--- src/design/bfs_defs.svh ---
// timing constants and power-good codes for the buck fault supervisor
`ifndef BFS_DEFS_SVH
`define BFS_DEFS_SVH
`define BFS_CLK_MHZ        50
`define BFS_OC_QUAL_NS     10000
`define BFS_OV_FILT_NS     2000
`define BFS_UV_FILT_NS     2000
`define BFS_START_DLY_NS   20000
`define BFS_OC_QUAL_CYC    ((`BFS_OC_QUAL_NS * `BFS_CLK_MHZ) / 1000)
`define BFS_OV_FILT_CYC    ((`BFS_OV_FILT_NS * `BFS_CLK_MHZ) / 1000)
`define BFS_UV_FILT_CYC    ((`BFS_UV_FILT_NS * `BFS_CLK_MHZ) / 1000)
`define BFS_START_DLY_CYC  ((`BFS_START_DLY_NS * `BFS_CLK_MHZ) / 1000)
`define BFS_PG_HIGHZ       2'h0
`define BFS_PG_UV          2'h1
`define BFS_PG_OV          2'h2
`define BFS_PG_OC          2'h3
`endif

--- src/design/bfs_pkg.sv ---
// types for the buck fault supervisor
package bfs_pkg;
    typedef enum logic [1:0] {
        BFS_OFF   = 2'h0,
        BFS_DELAY = 2'h1,
        BFS_SLEW  = 2'h3,
        BFS_RUN   = 2'h2
    } bfs_seq_e;
    // power-good pull-down code: 0 open, 1 uv/soft-start, 2 ov, 3 oc
    typedef logic [1:0] bfs_pg_t;
endpackage : bfs_pkg

--- src/design/bfs_filter.sv ---
// qualification filter: condition must hold a full interval uninterrupted
`timescale 1ns/1ps
`default_nettype none
module bfs_filter #(
    parameter int CYCLES = 100
) (
    input  wire logic clk_sys,
    input  wire logic reset,
    input  wire logic cond,
    output var  logic qualified
);
    localparam int W = $clog2(CYCLES + 1);
    logic [W-1:0] cnt_q;
    logic [W-1:0] cnt_d;
    logic         done;

    assign done  = (cnt_q == W'(CYCLES));
    // counter restarts on any drop of the condition
    assign cnt_d = !cond ? '0 : (done ? cnt_q : cnt_q + W'(1));

    always_ff @(posedge clk_sys or posedge reset)
    begin
        if (reset)
        begin
            cnt_q     <= '0;
            qualified <= 1'b0;
        end
        else
        begin
            cnt_q     <= cnt_d;
            qualified <= cond && done;
        end
    end
endmodule : bfs_filter
`default_nettype wire

--- src/design/bfs_supervisor.sv ---
// buck fault supervisor: start-up sequencing, fault latches, power-good coding
`timescale 1ns/1ps
`include "bfs_defs.svh"
`default_nettype none
module bfs_supervisor #(
    parameter int OC_QUAL_CYC   = `BFS_OC_QUAL_CYC,
    parameter int OV_FILT_CYC   = `BFS_OV_FILT_CYC,
    parameter int UV_FILT_CYC   = `BFS_UV_FILT_CYC,
    parameter int START_DLY_CYC = `BFS_START_DLY_CYC
) (
    input  wire logic        clk_sys,
    input  wire logic        reset,
    input  wire logic        bias_por_ok,
    input  wire logic        enable_in,
    input  wire logic        current_over_output,
    input  wire logic        overvoltage_rise_level,
    input  wire logic        overvoltage_fall_level,
    input  wire logic        undervoltage_level,
    input  wire logic        overheat_rise_level,
    input  wire logic        overheat_hysteresis,
    input  wire logic        soft_start_taper,
    output var  logic        soft_start_clamp_release,
    output var  logic        reference_amp_enable,
    output var  logic        soft_start_reference_slew,
    output var  logic        soft_start_done_flag,
    output var  logic        power_good_out,
    output var  bfs_pkg::bfs_pg_t power_good_code,
    output var  logic        pwm_run,
    output var  logic        diode_emulation,
    output var  logic        continuous_conduction,
    output var  logic        low_side_gate_force_on,
    output var  logic        gates_force_low,
    output var  logic        overcurrent_fault,
    output var  logic        overvoltage_fault,
    output var  logic        undervoltage_fault,
    output var  logic        overheat_state
);
    import bfs_pkg::*;

    // pin-level comparator outputs are asynchronous: two-stage synchronisers
    logic [7:0] sync1_q;
    logic [7:0] sync2_q;
    logic [7:0] async_in;
    assign async_in = {soft_start_taper, overheat_hysteresis, overheat_rise_level,
                       undervoltage_level, overvoltage_fall_level,
                       overvoltage_rise_level, current_over_output, enable_in};

    always_ff @(posedge clk_sys or posedge reset)
    begin
        if (reset)
        begin
            sync1_q <= 8'h00;
            sync2_q <= 8'h00;
        end
        else
        begin
            sync1_q <= async_in;
            sync2_q <= sync1_q;
        end
    end

    // bias por detector is the reset source; bias_por_ok also synchronised
    logic bias1_q;
    logic bias2_q;
    always_ff @(posedge clk_sys or posedge reset)
    begin
        if (reset)
        begin
            bias1_q <= 1'b0;
            bias2_q <= 1'b0;
        end
        else
        begin
            bias1_q <= bias_por_ok;
            bias2_q <= bias1_q;
        end
    end

    logic en_s;
    logic oc_s;
    logic ovr_s;
    logic ovf_s;
    logic uv_s;
    logic otr_s;
    logic oth_s;
    logic taper_s;
    assign en_s    = sync2_q[0];
    assign oc_s    = sync2_q[1];
    assign ovr_s   = sync2_q[2];
    // fall comparator high means feedback is still above the falling level
    assign ovf_s   = sync2_q[3];
    assign uv_s    = sync2_q[4];
    assign otr_s   = sync2_q[5];
    // hysteresis comparator high means still above the release temperature
    assign oth_s   = sync2_q[6];
    assign taper_s = sync2_q[7];

    // enable low or bias loss clears resettable latches
    logic bias_lost;
    logic en_clear;
    assign bias_lost = !bias2_q;
    assign en_clear  = !en_s || bias_lost;

    // qualification filters
    logic oc_qual;
    logic ov_qual;
    logic ovlow_qual;
    logic uv_qual;

    bfs_filter #(.CYCLES(OC_QUAL_CYC)) u_oc_filt (
        .clk_sys   (clk_sys),
        .reset     (reset),
        .cond      (oc_s),
        .qualified (oc_qual)
    );
    bfs_filter #(.CYCLES(OV_FILT_CYC)) u_ov_filt (
        .clk_sys   (clk_sys),
        .reset     (reset),
        .cond      (ovr_s),
        .qualified (ov_qual)
    );
    bfs_filter #(.CYCLES(OV_FILT_CYC)) u_ovlow_filt (
        .clk_sys   (clk_sys),
        .reset     (reset),
        .cond      (!ovf_s),
        .qualified (ovlow_qual)
    );
    // undervoltage only meaningful once reference is live; gated by sequencing
    bfs_filter #(.CYCLES(UV_FILT_CYC)) u_uv_filt (
        .clk_sys   (clk_sys),
        .reset     (reset),
        .cond      (uv_s),
        .qualified (uv_qual)
    );

    // start-up sequencer
    localparam int SW = $clog2(START_DLY_CYC + 1);
    bfs_seq_e      seq_q;
    bfs_seq_e      seq_d;
    logic [SW-1:0] dly_q;
    logic [SW-1:0] dly_d;
    logic          dly_done;
    logic          go;

    assign go       = en_s && bias2_q;
    assign dly_done = (dly_q == SW'(START_DLY_CYC));

    // slew and run both mean the reference is live;
    // used for fault arming and for switching permission
    function automatic logic bfs_live(input bfs_seq_e s);
        return (s == BFS_SLEW) || (s == BFS_RUN);
    endfunction : bfs_live

    always_comb
    begin
        seq_d = seq_q;
        dly_d = dly_q;
        unique case (seq_q)
            BFS_OFF:
            begin
                dly_d = '0;
                if (go)
                    seq_d = BFS_DELAY;
            end
            BFS_DELAY:
            begin
                dly_d = dly_q + SW'(1);
                if (dly_done)
                    seq_d = BFS_SLEW;
            end
            BFS_SLEW:
            begin
                if (taper_s)
                    seq_d = BFS_RUN;
            end
            BFS_RUN:
            begin
                seq_d = BFS_RUN;
            end
        endcase
        if (!go)
            seq_d = BFS_OFF;
    end

    // fault latches
    logic oc_q;
    logic ov_q;
    logic uv_q;
    logic ot_q;
    logic lg_on_q;
    logic armed;
    // oc, ov and uv faults only detected once the converter has begun regulating
    assign armed = bfs_live(seq_q);

    logic oc_d;
    logic ov_d;
    logic uv_d;
    logic ot_d;
    logic lg_on_d;
    assign oc_d = en_clear ? 1'b0 : (oc_q || (armed && oc_qual));
    // ov clears on bias loss only; enable is ignored
    assign ov_d = bias_lost ? 1'b0 : (ov_q || (armed && ov_qual));
    // detectors not gated by over-temperature state
    assign uv_d = en_clear ? 1'b0 : (uv_q || (armed && uv_qual));
    assign ot_d = en_clear ? 1'b0
                : (ot_q ? oth_s : otr_s);
    // low-side discharge toggles while latched: on after rise, off after fall
    assign lg_on_d = !ov_d ? 1'b0
                   : (ov_qual ? 1'b1 : (ovlow_qual ? 1'b0 : lg_on_q));

    // first fault owns the power-good code
    bfs_pg_t code_q;
    bfs_pg_t code_d;
    logic    any_latched;
    logic    none_before;
    assign any_latched = oc_d || ov_d || uv_d;
    assign none_before = !(oc_q || ov_q || uv_q);

    always_comb
    begin
        code_d = code_q;
        if (!any_latched)
            code_d = (seq_d == BFS_RUN) ? `BFS_PG_HIGHZ : `BFS_PG_UV;
        else if (none_before)
        begin
            // simultaneous first faults: overcurrent over overvoltage over uv
            if (oc_d)
                code_d = `BFS_PG_OC;
            else if (ov_d)
                code_d = `BFS_PG_OV;
            else
                code_d = `BFS_PG_UV;
        end
    end

    logic latched_off;
    assign latched_off = oc_d || ov_d || uv_d;

    // from next state so an enable drop stops switching on the same edge
    logic run_ok;
    assign run_ok = bfs_live(seq_d) && !latched_off && !ot_d;
    // over-temperature beats the overvoltage discharge path
    logic lg_drive;
    assign lg_drive = lg_on_d && !ot_d;

    always_ff @(posedge clk_sys or posedge reset)
    begin
        if (reset)
        begin
            seq_q   <= BFS_OFF;
            dly_q   <= '0;
            oc_q    <= 1'b0;
            ov_q    <= 1'b0;
            uv_q    <= 1'b0;
            ot_q    <= 1'b0;
            lg_on_q <= 1'b0;
            code_q  <= `BFS_PG_UV;
        end
        else
        begin
            seq_q   <= seq_d;
            dly_q   <= dly_d;
            oc_q    <= oc_d;
            ov_q    <= ov_d;
            uv_q    <= uv_d;
            ot_q    <= ot_d;
            lg_on_q <= lg_on_d;
            code_q  <= code_d;
        end
    end

    // registered outputs, computed from next-state so they align with latches
    always_ff @(posedge clk_sys or posedge reset)
    begin
        if (reset)
        begin
            soft_start_clamp_release  <= 1'b0;
            reference_amp_enable      <= 1'b0;
            soft_start_reference_slew <= 1'b0;
            soft_start_done_flag      <= 1'b0;
            power_good_out            <= 1'b0;
            power_good_code           <= `BFS_PG_UV;
            pwm_run                   <= 1'b0;
            diode_emulation           <= 1'b0;
            continuous_conduction     <= 1'b1;
            low_side_gate_force_on    <= 1'b0;
            gates_force_low           <= 1'b1;
            overcurrent_fault         <= 1'b0;
            overvoltage_fault         <= 1'b0;
            undervoltage_fault        <= 1'b0;
            overheat_state            <= 1'b0;
        end
        else
        begin
            soft_start_clamp_release  <= seq_d != BFS_OFF;
            reference_amp_enable      <= seq_d != BFS_OFF;
            soft_start_reference_slew <= bfs_live(seq_d);
            soft_start_done_flag      <= seq_d == BFS_RUN;
            // over-temperature leaves power-good untouched
            power_good_out            <= code_d == `BFS_PG_HIGHZ;
            power_good_code           <= code_d;
            // switching permission taken from next state
            pwm_run                   <= run_ok;
            diode_emulation           <= (seq_d == BFS_RUN) && !latched_off;
            continuous_conduction     <= seq_d != BFS_RUN;
            // over-temperature forces both gates low, overriding discharge
            low_side_gate_force_on    <= lg_drive;
            gates_force_low           <= !run_ok && !lg_drive;
            overcurrent_fault         <= oc_d;
            overvoltage_fault         <= ov_d;
            undervoltage_fault        <= uv_d;
            overheat_state            <= ot_d;
        end
    end
endmodule : bfs_supervisor
`default_nettype wire

--- config.mk ---
export PLATFORM = sky130hd
export DESIGN_NAME = bfs_supervisor
export DESIGN_NICKNAME = d
export VERILOG_FILES = /design/src/design/bfs_pkg.sv /design/src/design/bfs_filter.sv /design/src/design/bfs_supervisor.sv
export VERILOG_INCLUDE_DIRS = /design/src /design/src/design
export SDC_FILE = /design/constraint.sdc
export NUM_CORES = 1
export LEC_CHECK = 0
export ABC_AREA = 1
export BUFFER_PORTS_ARGS = -buffer_cell sky130_fd_sc_hd__buf_2
export CORE_UTILIZATION = 30
export DETAILED_ROUTE_END_ITERATION = 6
export PLACE_DENSITY = 0.54
export SLEW_MARGIN = 20
export SYNTH_ARGS = -nofsm -noshare
export SYNTH_HDL_FRONTEND = slang
export SYNTH_HIERARCHICAL = 1
export SYNTH_SLANG_ARGS = --single-unit
export TNS_END_PERCENT = 20
--- constraint.sdc ---
create_clock -name clk_sys -period 1.35 [get_ports clk_sys]
set_input_delay 0.0675 -clock clk_sys [delete_from_list [all_inputs] [get_ports clk_sys]]
set_output_delay 0.0675 -clock clk_sys [all_outputs]
set_load 0.03 [all_outputs]
==> impl_metrics.env, run 1 <==
export IMPL_mappedNetlistNets=432
export IMPL_multi_input_gate_area_mm2=0.00146
export IMPL_totalNegativeSetupSlack_ps=0
export IMPL_ys_dominant_reg_cell="sky130_fd_sc_hd__dfrtp_1"
export IMPL_combinationalPowerShare_pct=5.4
export IMPL_fin_hold_ws_ps=276
export IMPL_drc_errors=0
export IMPL_placementRows=40
export IMPL_final_core_utilization_pct=37.7
export IMPL_hold_path_class="in2async"
export IMPL_placement_cell_area_mm2=0.00410
export IMPL_worstPathBufferInverterCount=1
export IMPL_r2r_slack_ps=40
export IMPL_critPathMaxFanout=5
export IMPL_htreeDepth=3
export IMPL_pre_repair_dr_iteration_count=4
export IMPL_finalWorstPathRequiredPeriod_ps=1310
export IMPL_number_of_enable_flip_flop_cells_after_synthesis=0
export IMPL_cap_violations=0
export IMPL_yosys_cell_types_count=33
export IMPL_crit_type="reg2reg"
export IMPL_place_detailed_hpwl_um=5110
export IMPL_power_leakage_nw=2.24
export IMPL_clkTransAtPathRegs_ps=60
export IMPL_syn_instance_count=411
export IMPL_fp_dieH_um=114
export IMPL_post_layout_nonfiller_instances=631
export IMPL_via_count_of_the_first_global_routing_pass=2688
export IMPL_layout_area_overhead_vs_synth_pct=21.3
export IMPL_cts_root_buffer="sky130_fd_sc_hd__clkbuf_16"
export IMPL_grt_setup_unrepaired="true"
export IMPL_placement_io_buffers=26
export IMPL_grt_start_max_net_pins=33
export IMPL_vias_per_cell=4.22
export IMPL_finClkSkew_ps=8.90
export IMPL_finalPower_mw=5.43
export IMPL_antenna_found_initial=0
export IMPL_timing_worst_slew_pin_value_ps=393
export IMPL_syn_area_per_cell_um2=9.16
export IMPL_dr_total_vias=2664
export IMPL_boundaryPins=27
export IMPL_timing_final_setup_violations=0
export IMPL_numCtsBuffers=9
export IMPL_last_weighted_congestion_value_of_the_routability_driven_placer=0.803
export IMPL_final_layout_size_suffix_gt1_share_pct=23.8
export IMPL_area_of_the_mapped_netlist_mm2=0.00377
export IMPL_fp_coreArea_mm2=0.0121
export IMPL_final_cell_mix="79 x sky130_fd_sc_hd__nand2_1, 73 x sky130_fd_sc_hd__dfrtp_1, 55 x sky130_fd_sc_hd__inv_1, 38 x sky130_fd_sc_hd__nand3_1, 35 x sky130_fd_sc_hd__nor2_1"
export IMPL_finalCritPeriodShare_pct=96.8
export IMPL_final_max_slew_viol_count=0
export IMPL_clock_power_share_pct=48.0
export IMPL_antenna_cell_count=0
export IMPL_fin_nets=479
export IMPL_swShare_pct=21.8
export IMPL_initial_utilization_pct=31.1
export IMPL_cpPeakStageDelay_ps=420
export IMPL_yosys_top_cells_area="sky130_fd_sc_hd__dfrtp_1 51%, sky130_fd_sc_hd__nand2_1 7.9%, sky130_fd_sc_hd__inv_1 5.6%, sky130_fd_sc_hd__nand3_1 5.0%, sky130_fd_sc_hd__nor2_1 3.5%"
export IMPL_synthesis_yosys_warnings=6
export IMPL_clkSinkCount=80
export IMPL_cpLargestDelayFamily="simple AND/OR/NAND/NOR gates"
export IMPL_yosys_register_bits=80
export IMPL_place_ws_ps=66.4
export IMPL_max_freq_mhz=765
export IMPL_power_report_internal_total_mw=4.25
export IMPL_required_ps=1610
export IMPL_sequentialPowerShare_pct=46.6
export IMPL_relSlewSlack_pct=73.8
export IMPL_num_fill_cells=1249
export IMPL_seqCellArea_mm2=0.00201
export IMPL_synth_async_reset_ratio_pct=100
export IMPL_timing_final_ws_setup_ps=42.6
export IMPL_switchingPower_mw=1.18
export IMPL_gr_usage_all_layers_pct=12.3
export IMPL_worst_skew_pair_late_latency_ps=340
export IMPL_tritoncts="yes"
export IMPL_status="finished clean"
export IMPL_power_density_mw_per_mm2=1190
export IMPL_path_common_cell="sky130_fd_sc_hd__nand2_1"
export IMPL_cp_end_kind="flip-flop"
export IMPL_die_area_mm2=0.0130
export IMPL_drtAntennaViolNets=0
export IMPL_globalRoute_totalOverflow=0
export IMPL_worst_ir_drop_vdd_uv=521
export IMPL_startpoint_kind_of_the_worst_setup_timing_path="flip-flop"
export IMPL_grt_pass1_wl_um=12300
export IMPL_yosysSeqAreaShare_pct=53.3
export IMPL_postRouteWirelength_um=7000
export IMPL_drtIter0Drc=136
export IMPL_synth_top_area_share_pct=51.2
export IMPL_placed_cells_incl_taps=604
export IMPL_worst_path_max_delay_cell="sky130_fd_sc_hd__dfrtp_1"
export IMPL_worstPathCellList="inv_1 > ha_1 > nand2_1 > nor2_1 > nand3_1 > nand2_1 > nand2_1 > nor2_4 > nor2_1"
export IMPL_arrival_time_of_data_at_the_critical_path_endpoint_ps=1560
export IMPL_clock_tree_buffer_depth=2
export IMPL_chip_width_um=114
export IMPL_synth_top_cell_by_area="sky130_fd_sc_hd__dfrtp_1"
export IMPL_post_drt_wl_per_cell_um=11.1
export IMPL_layout_cells_most_common="sky130_fd_sc_hd__nand2_1"
export IMPL_post_route_cell_area_mm2=0.00457
export IMPL_hold_viol=0
-- registers in the layout, summed over array words and instances (netlist names), 7 cells and up --
signal / count
dly_q: 10
sync1_q: 8
sync2_q: 8
u_oc_filt/cnt_q: 9
u_ov_filt/cnt_q: 7
u_ovlow_filt/cnt_q: 7
u_uv_filt/cnt_q: 7
-- routing by layer --
metal  vias up  GRT usage [%]  wire length, um
met2        33           19.6             3310
li1       1392              -                -
met1      1232           15.6             3360
met4         0           3.64               69
met5         -              0                0
met3         7           4.52              264
-- timing repair --
action                                 in CTS  in global routing
endpoints found under the hold margin      56                  0
buffers inserted                            0                  1
setup endpoints to repair                   0                 11
gates resized for setup                     0                  8
hold buffers                               10                  0
-- kinds of logic after synthesis --
kind of cell / count (synthesis) / synth area share [%]
flops: 80 / 53.3
simple gates: 211 / 28.4
compound gates: 33 / 5.48
xor+xnor: 4 / 0.930
fa+ha+maj: 10 / 3.32
buf+inv: 73 / 8.57
-- worst paths after layout --
check,start,end,cells past startpoint
max,dly_q[0]$_DFFE_PP0P_,gates_force_low$_DFF_PP1_,9
min,reset,u_ov_filt/cnt_q[3]$_DFFE_PP0P_,3
max reg2reg,dly_q[0]$_DFFE_PP0P_,gates_force_low$_DFF_PP1_,9
min reg2reg,sync1_q[3]$_DFF_PP0_,sync2_q[3]$_DFF_PP0_,0
max in group asynchronous,reset,gates_force_low$_DFF_PP1_,4
min in group clk_sys,sync1_q[3]$_DFF_PP0_,sync2_q[3]$_DFF_PP0_,0
-- power by group through the flow --
stage / Sequential, mW / Combinational, mW / Clock, mW
5_1_grt: 2.54 / 0.340 / 2.81
4_1_cts: 2.53 / 0.293 / 2.69
6_report: 2.53 / 0.295 / 2.61
3_5_place_dp: 2.57 / 0.269 / 0
3_3_place_gp: 2.57 / 0.263 / 0
2_1_floorplan: 2.55 / 0.209 / 0
-- worst register-to-register path, stage by stage, from the launching register on --
cell and delay [ps]:
sky130_fd_sc_hd__dfrtp_1 420, sky130_fd_sc_hd__inv_1 110, sky130_fd_sc_hd__ha_1 150, sky130_fd_sc_hd__nand2_1 50, sky130_fd_sc_hd__nor2_1 90, sky130_fd_sc_hd__nand3_1 70, sky130_fd_sc_hd__nand2_1 70, sky130_fd_sc_hd__nand2_1 110
sky130_fd_sc_hd__nor2_4 110, sky130_fd_sc_hd__nor2_1 50
-- synth_stat cells, drive strengths merged (2+ instances only) --
| library cell | number |
|---|---|
| nor2 | 56 |
| inv | 63 |
| nand4 | 14 |
| dfstp | 3 |
| clkbuf | 4 |
| dfrtp | 77 |
| o21ai | 7 |
| a21oi | 19 |
| xnor2 | 4 |
| ha | 10 |
| buf | 5 |
| nor3 | 7 |
| o21a | 2 |
| nand3 | 39 |
| nand2 | 93 |
| o21bai | 4 |
-- layout make-up --
type,count,share of cell area (%)
Tap cell,168,4.60
Timing Repair Buffer,45,7.07
Sequential cell,80,44.0
Multi-Input combinational cell,258,31.9
Inverter,64,5.37
Clock buffer,11,5.32
Clock inverter,5,1.75
(Power assumes the default switching activity.)
==> run 2, diff against run 1 <==
Settings changed: SETUP_SLACK_MARGIN from default to 0.1.
==> run 2 against run 1 <==
  * Sequential power is essentially flat
  * Utilization grew 0.95 points
  * Die area is the same
  * Non-clock buffer count grew 1
  * Sequential share of layout area shrank 0.90 points
==> impl_metrics.env, run 2 (synthesized netlist as in run 1, its figures left out) <==
export IMPL_worst_ir_drop_vdd_uv=720
export IMPL_worstPathCellList="inv_1 > ha_4 > nand2_4 > nor2_4 > nand2_4 > nor2_4 > nor2_2"
export IMPL_crit_type="reg2reg"
export IMPL_registers_top_by_ff_count="dly_q"
export IMPL_via_count_of_the_first_global_routing_pass=2646
export IMPL_antenna_found_initial=0
export IMPL_clock_tree_buffer_depth=2
export IMPL_last_weighted_congestion_value_of_the_routability_driven_placer=0.819
export IMPL_cpPeakStageDelay_ps=440
export IMPL_regToRegStartpoint="u_oc_filt/cnt_q[1]$_DFFE_PP0P_"
export IMPL_timing_final_setup_violations=0
export IMPL_hold_path_class="in2async"
export IMPL_antenna_cell_count=0
export IMPL_finalWorstPathRequiredPeriod_ps=1260
export IMPL_die_area_mm2=0.0130
export IMPL_grt_pass1_wl_um=12300
export IMPL_place_detailed_hpwl_um=5160
export IMPL_final_max_slew_viol_count=0
export IMPL_tritoncts="yes"
export IMPL_power_report_internal_total_mw=4.04
export IMPL_fin_hold_ws_ps=247
export IMPL_finClkSkew_ps=4.28
export IMPL_placed_cells_incl_taps=601
export IMPL_startpoint_kind_of_the_worst_setup_timing_path="flip-flop"
export IMPL_globalRoute_totalOverflow=0
export IMPL_sequentialPowerShare_pct=48.4
export IMPL_hold_viol=0
export IMPL_clock_power_share_pct=45.0
export IMPL_clkTransAtPathRegs_ps=60
export IMPL_grt_setup_unrepaired="true"
export IMPL_power_density_mw_per_mm2=1120
export IMPL_switchingPower_mw=1.21
export IMPL_numCtsBuffers=9
export IMPL_post_route_cell_area_mm2=0.00468
export IMPL_htreeDepth=3
export IMPL_gr_usage_all_layers_pct=12.1
export IMPL_layout_cells_most_common="sky130_fd_sc_hd__nand2_1"
export IMPL_timing_worst_slew_pin_value_ps=408
export IMPL_placement_cell_area_mm2=0.00408
export IMPL_fin_nets=480
export IMPL_post_drt_wl_per_cell_um=11.6
export IMPL_place_ws_ps=65.7
export IMPL_drtIter0Drc=86
export IMPL_postRouteWirelength_um=7340
export IMPL_status="finished clean"
export IMPL_relSlewSlack_pct=72.8
export IMPL_fp_coreArea_mm2=0.0121
export IMPL_pre_repair_dr_iteration_count=4
export IMPL_largest_register_ffs=10
export IMPL_clkSinkCount=80
export IMPL_drtAntennaViolNets=0
export IMPL_reg_top3="dly_q: 10 flops, u_oc_filt/cnt_q: 9 flops"
export IMPL_chip_width_um=114
export IMPL_worstRegToRegCells=7
export IMPL_fp_dieH_um=114
export IMPL_boundaryPins=27
export IMPL_cts_root_buffer="sky130_fd_sc_hd__clkbuf_16"
export IMPL_drc_errors=0
export IMPL_layout_area_overhead_vs_synth_pct=24.3
export IMPL_final_layout_size_suffix_gt1_share_pct=30.8
export IMPL_initial_utilization_pct=31.1
export IMPL_final_cell_mix="71 x sky130_fd_sc_hd__nand2_1, 66 x sky130_fd_sc_hd__dfrtp_1, 46 x sky130_fd_sc_hd__inv_1, 35 x sky130_fd_sc_hd__nor2_1, 35 x sky130_fd_sc_hd__nand3_1"
export IMPL_arrival_time_of_data_at_the_critical_path_endpoint_ps=1490
export IMPL_post_layout_nonfiller_instances=632
export IMPL_finalCritPeriodShare_pct=93.6
export IMPL_placement_io_buffers=26
export IMPL_worst_skew_pair_late_latency_ps=330
export IMPL_cap_violations=0
export IMPL_required_ps=1580
export IMPL_swShare_pct=23.1
export IMPL_cp_end_kind="flip-flop"
export IMPL_worst_path_max_delay_cell="sky130_fd_sc_hd__dfrtp_2"
export IMPL_timing_final_ws_setup_ps=85.7
export IMPL_power_leakage_nw=2.27
export IMPL_vias_per_cell=4.30
export IMPL_dr_total_vias=2715
export IMPL_max_freq_mhz=791
export IMPL_grt_start_max_net_pins=39
export IMPL_placementRows=40
export IMPL_crit_start="u_oc_filt/cnt_q[1]$_DFFE_PP0P_"
export IMPL_critPathMaxFanout=4
export IMPL_combinationalPowerShare_pct=6.6
run 2: cell count changes in the layout (fill, tap and decap cells not counted), moves of 4 or more:
cell	change
sky130_fd_sc_hd__dfrtp_1	-7
sky130_fd_sc_hd__dfrtp_2	+7
sky130_fd_sc_hd__ha_1	-5
sky130_fd_sc_hd__ha_4	+5
sky130_fd_sc_hd__inv_1	-9
sky130_fd_sc_hd__inv_2	+9
sky130_fd_sc_hd__nand2_1	-8
sky130_fd_sc_hd__nand2_2	+4
sky130_fd_sc_hd__nand2_4	+4
run 2: critical path, delay by kind of cell (launching register included):
family | cells | cell delay, ps
adder cells (fa/ha/maj) | 1 | 150
buffers and inverters | 1 | 110
flip-flops | 1 | 440
AND/OR/NAND/NOR | 5 | 470
run 2: power groups by stage:
stage	logic [mW]	registers [mW]	clock network (mW)
after detailed placement	0.262	2.58	0
after global placement	0.254	2.57	0
after global routing	0.394	2.55	2.55
after floorplan	0.209	2.55	0
after CTS	0.285	2.53	2.46
final	0.349	2.54	2.36
run 2: per-layer routing:
metal | vias to the layer above | track usage, % | wire length [um] | part of all wire, %
met5 | - | 0 | 0 | 0
met4 | 0 | 3.64 | 70 | 0.95
met3 | 5 | 4.04 | 240 | 3.3
met2 | 28 | 18.8 | 3590 | 49
met1 | 1299 | 16.0 | 3440 | 47
li1 | 1383 | - | - | -
run 2: path summary, 6_finish.rpt:
path / end / slack (ps)
setup / recovery: u_oc_filt/cnt_q[3]$_DFFE_PP0P_ / 90
hold / removal: power_good_out$_DFF_PP0_ / 250
setup reg to reg: u_oc_filt/cnt_q[3]$_DFFE_PP0P_ / 90
hold reg to reg: bias2_q$_DFF_PP0_ / 350
max in group asynchronous: gates_force_low$_DFF_PP1_ / 580
min in group clk_sys: bias2_q$_DFF_PP0_ / 350
run 2: what timing repair did:
| action | CTS | global route |
|---|---|---|
| gates resized for setup | 2 | 51 |
| setup buffers | 0 | 5 |
| pin swaps | 1 | 17 |
| hold endpoints to repair | 74 | 0 |
| hold buffers | 10 | 0 |
| setup endpoints to repair | 6 | 38 |
run 2: per-stage QoR:
stage                     power, mW  setup TNS, ps  utilization [%]
after floorplan                2.76              0                -
after global placement         2.83              0             33.7
after detailed placement       2.84              0             33.7
after CTS                      5.27              0             37.0
after global routing           5.50          -13.5             38.7
final                          5.26              0             38.7
run 2: final cells by class:
class | instances | area [um2]
Sequential cell | 80 | 2020
Multi-Input combinational cell | 258 | 1600
Timing Repair Buffer | 46 | 318
Inverter | 64 | 245
Clock buffer | 11 | 233
Fill cell | 1249 | 7430
Clock inverter | 5 | 57.6
Tap cell | 168 | 210
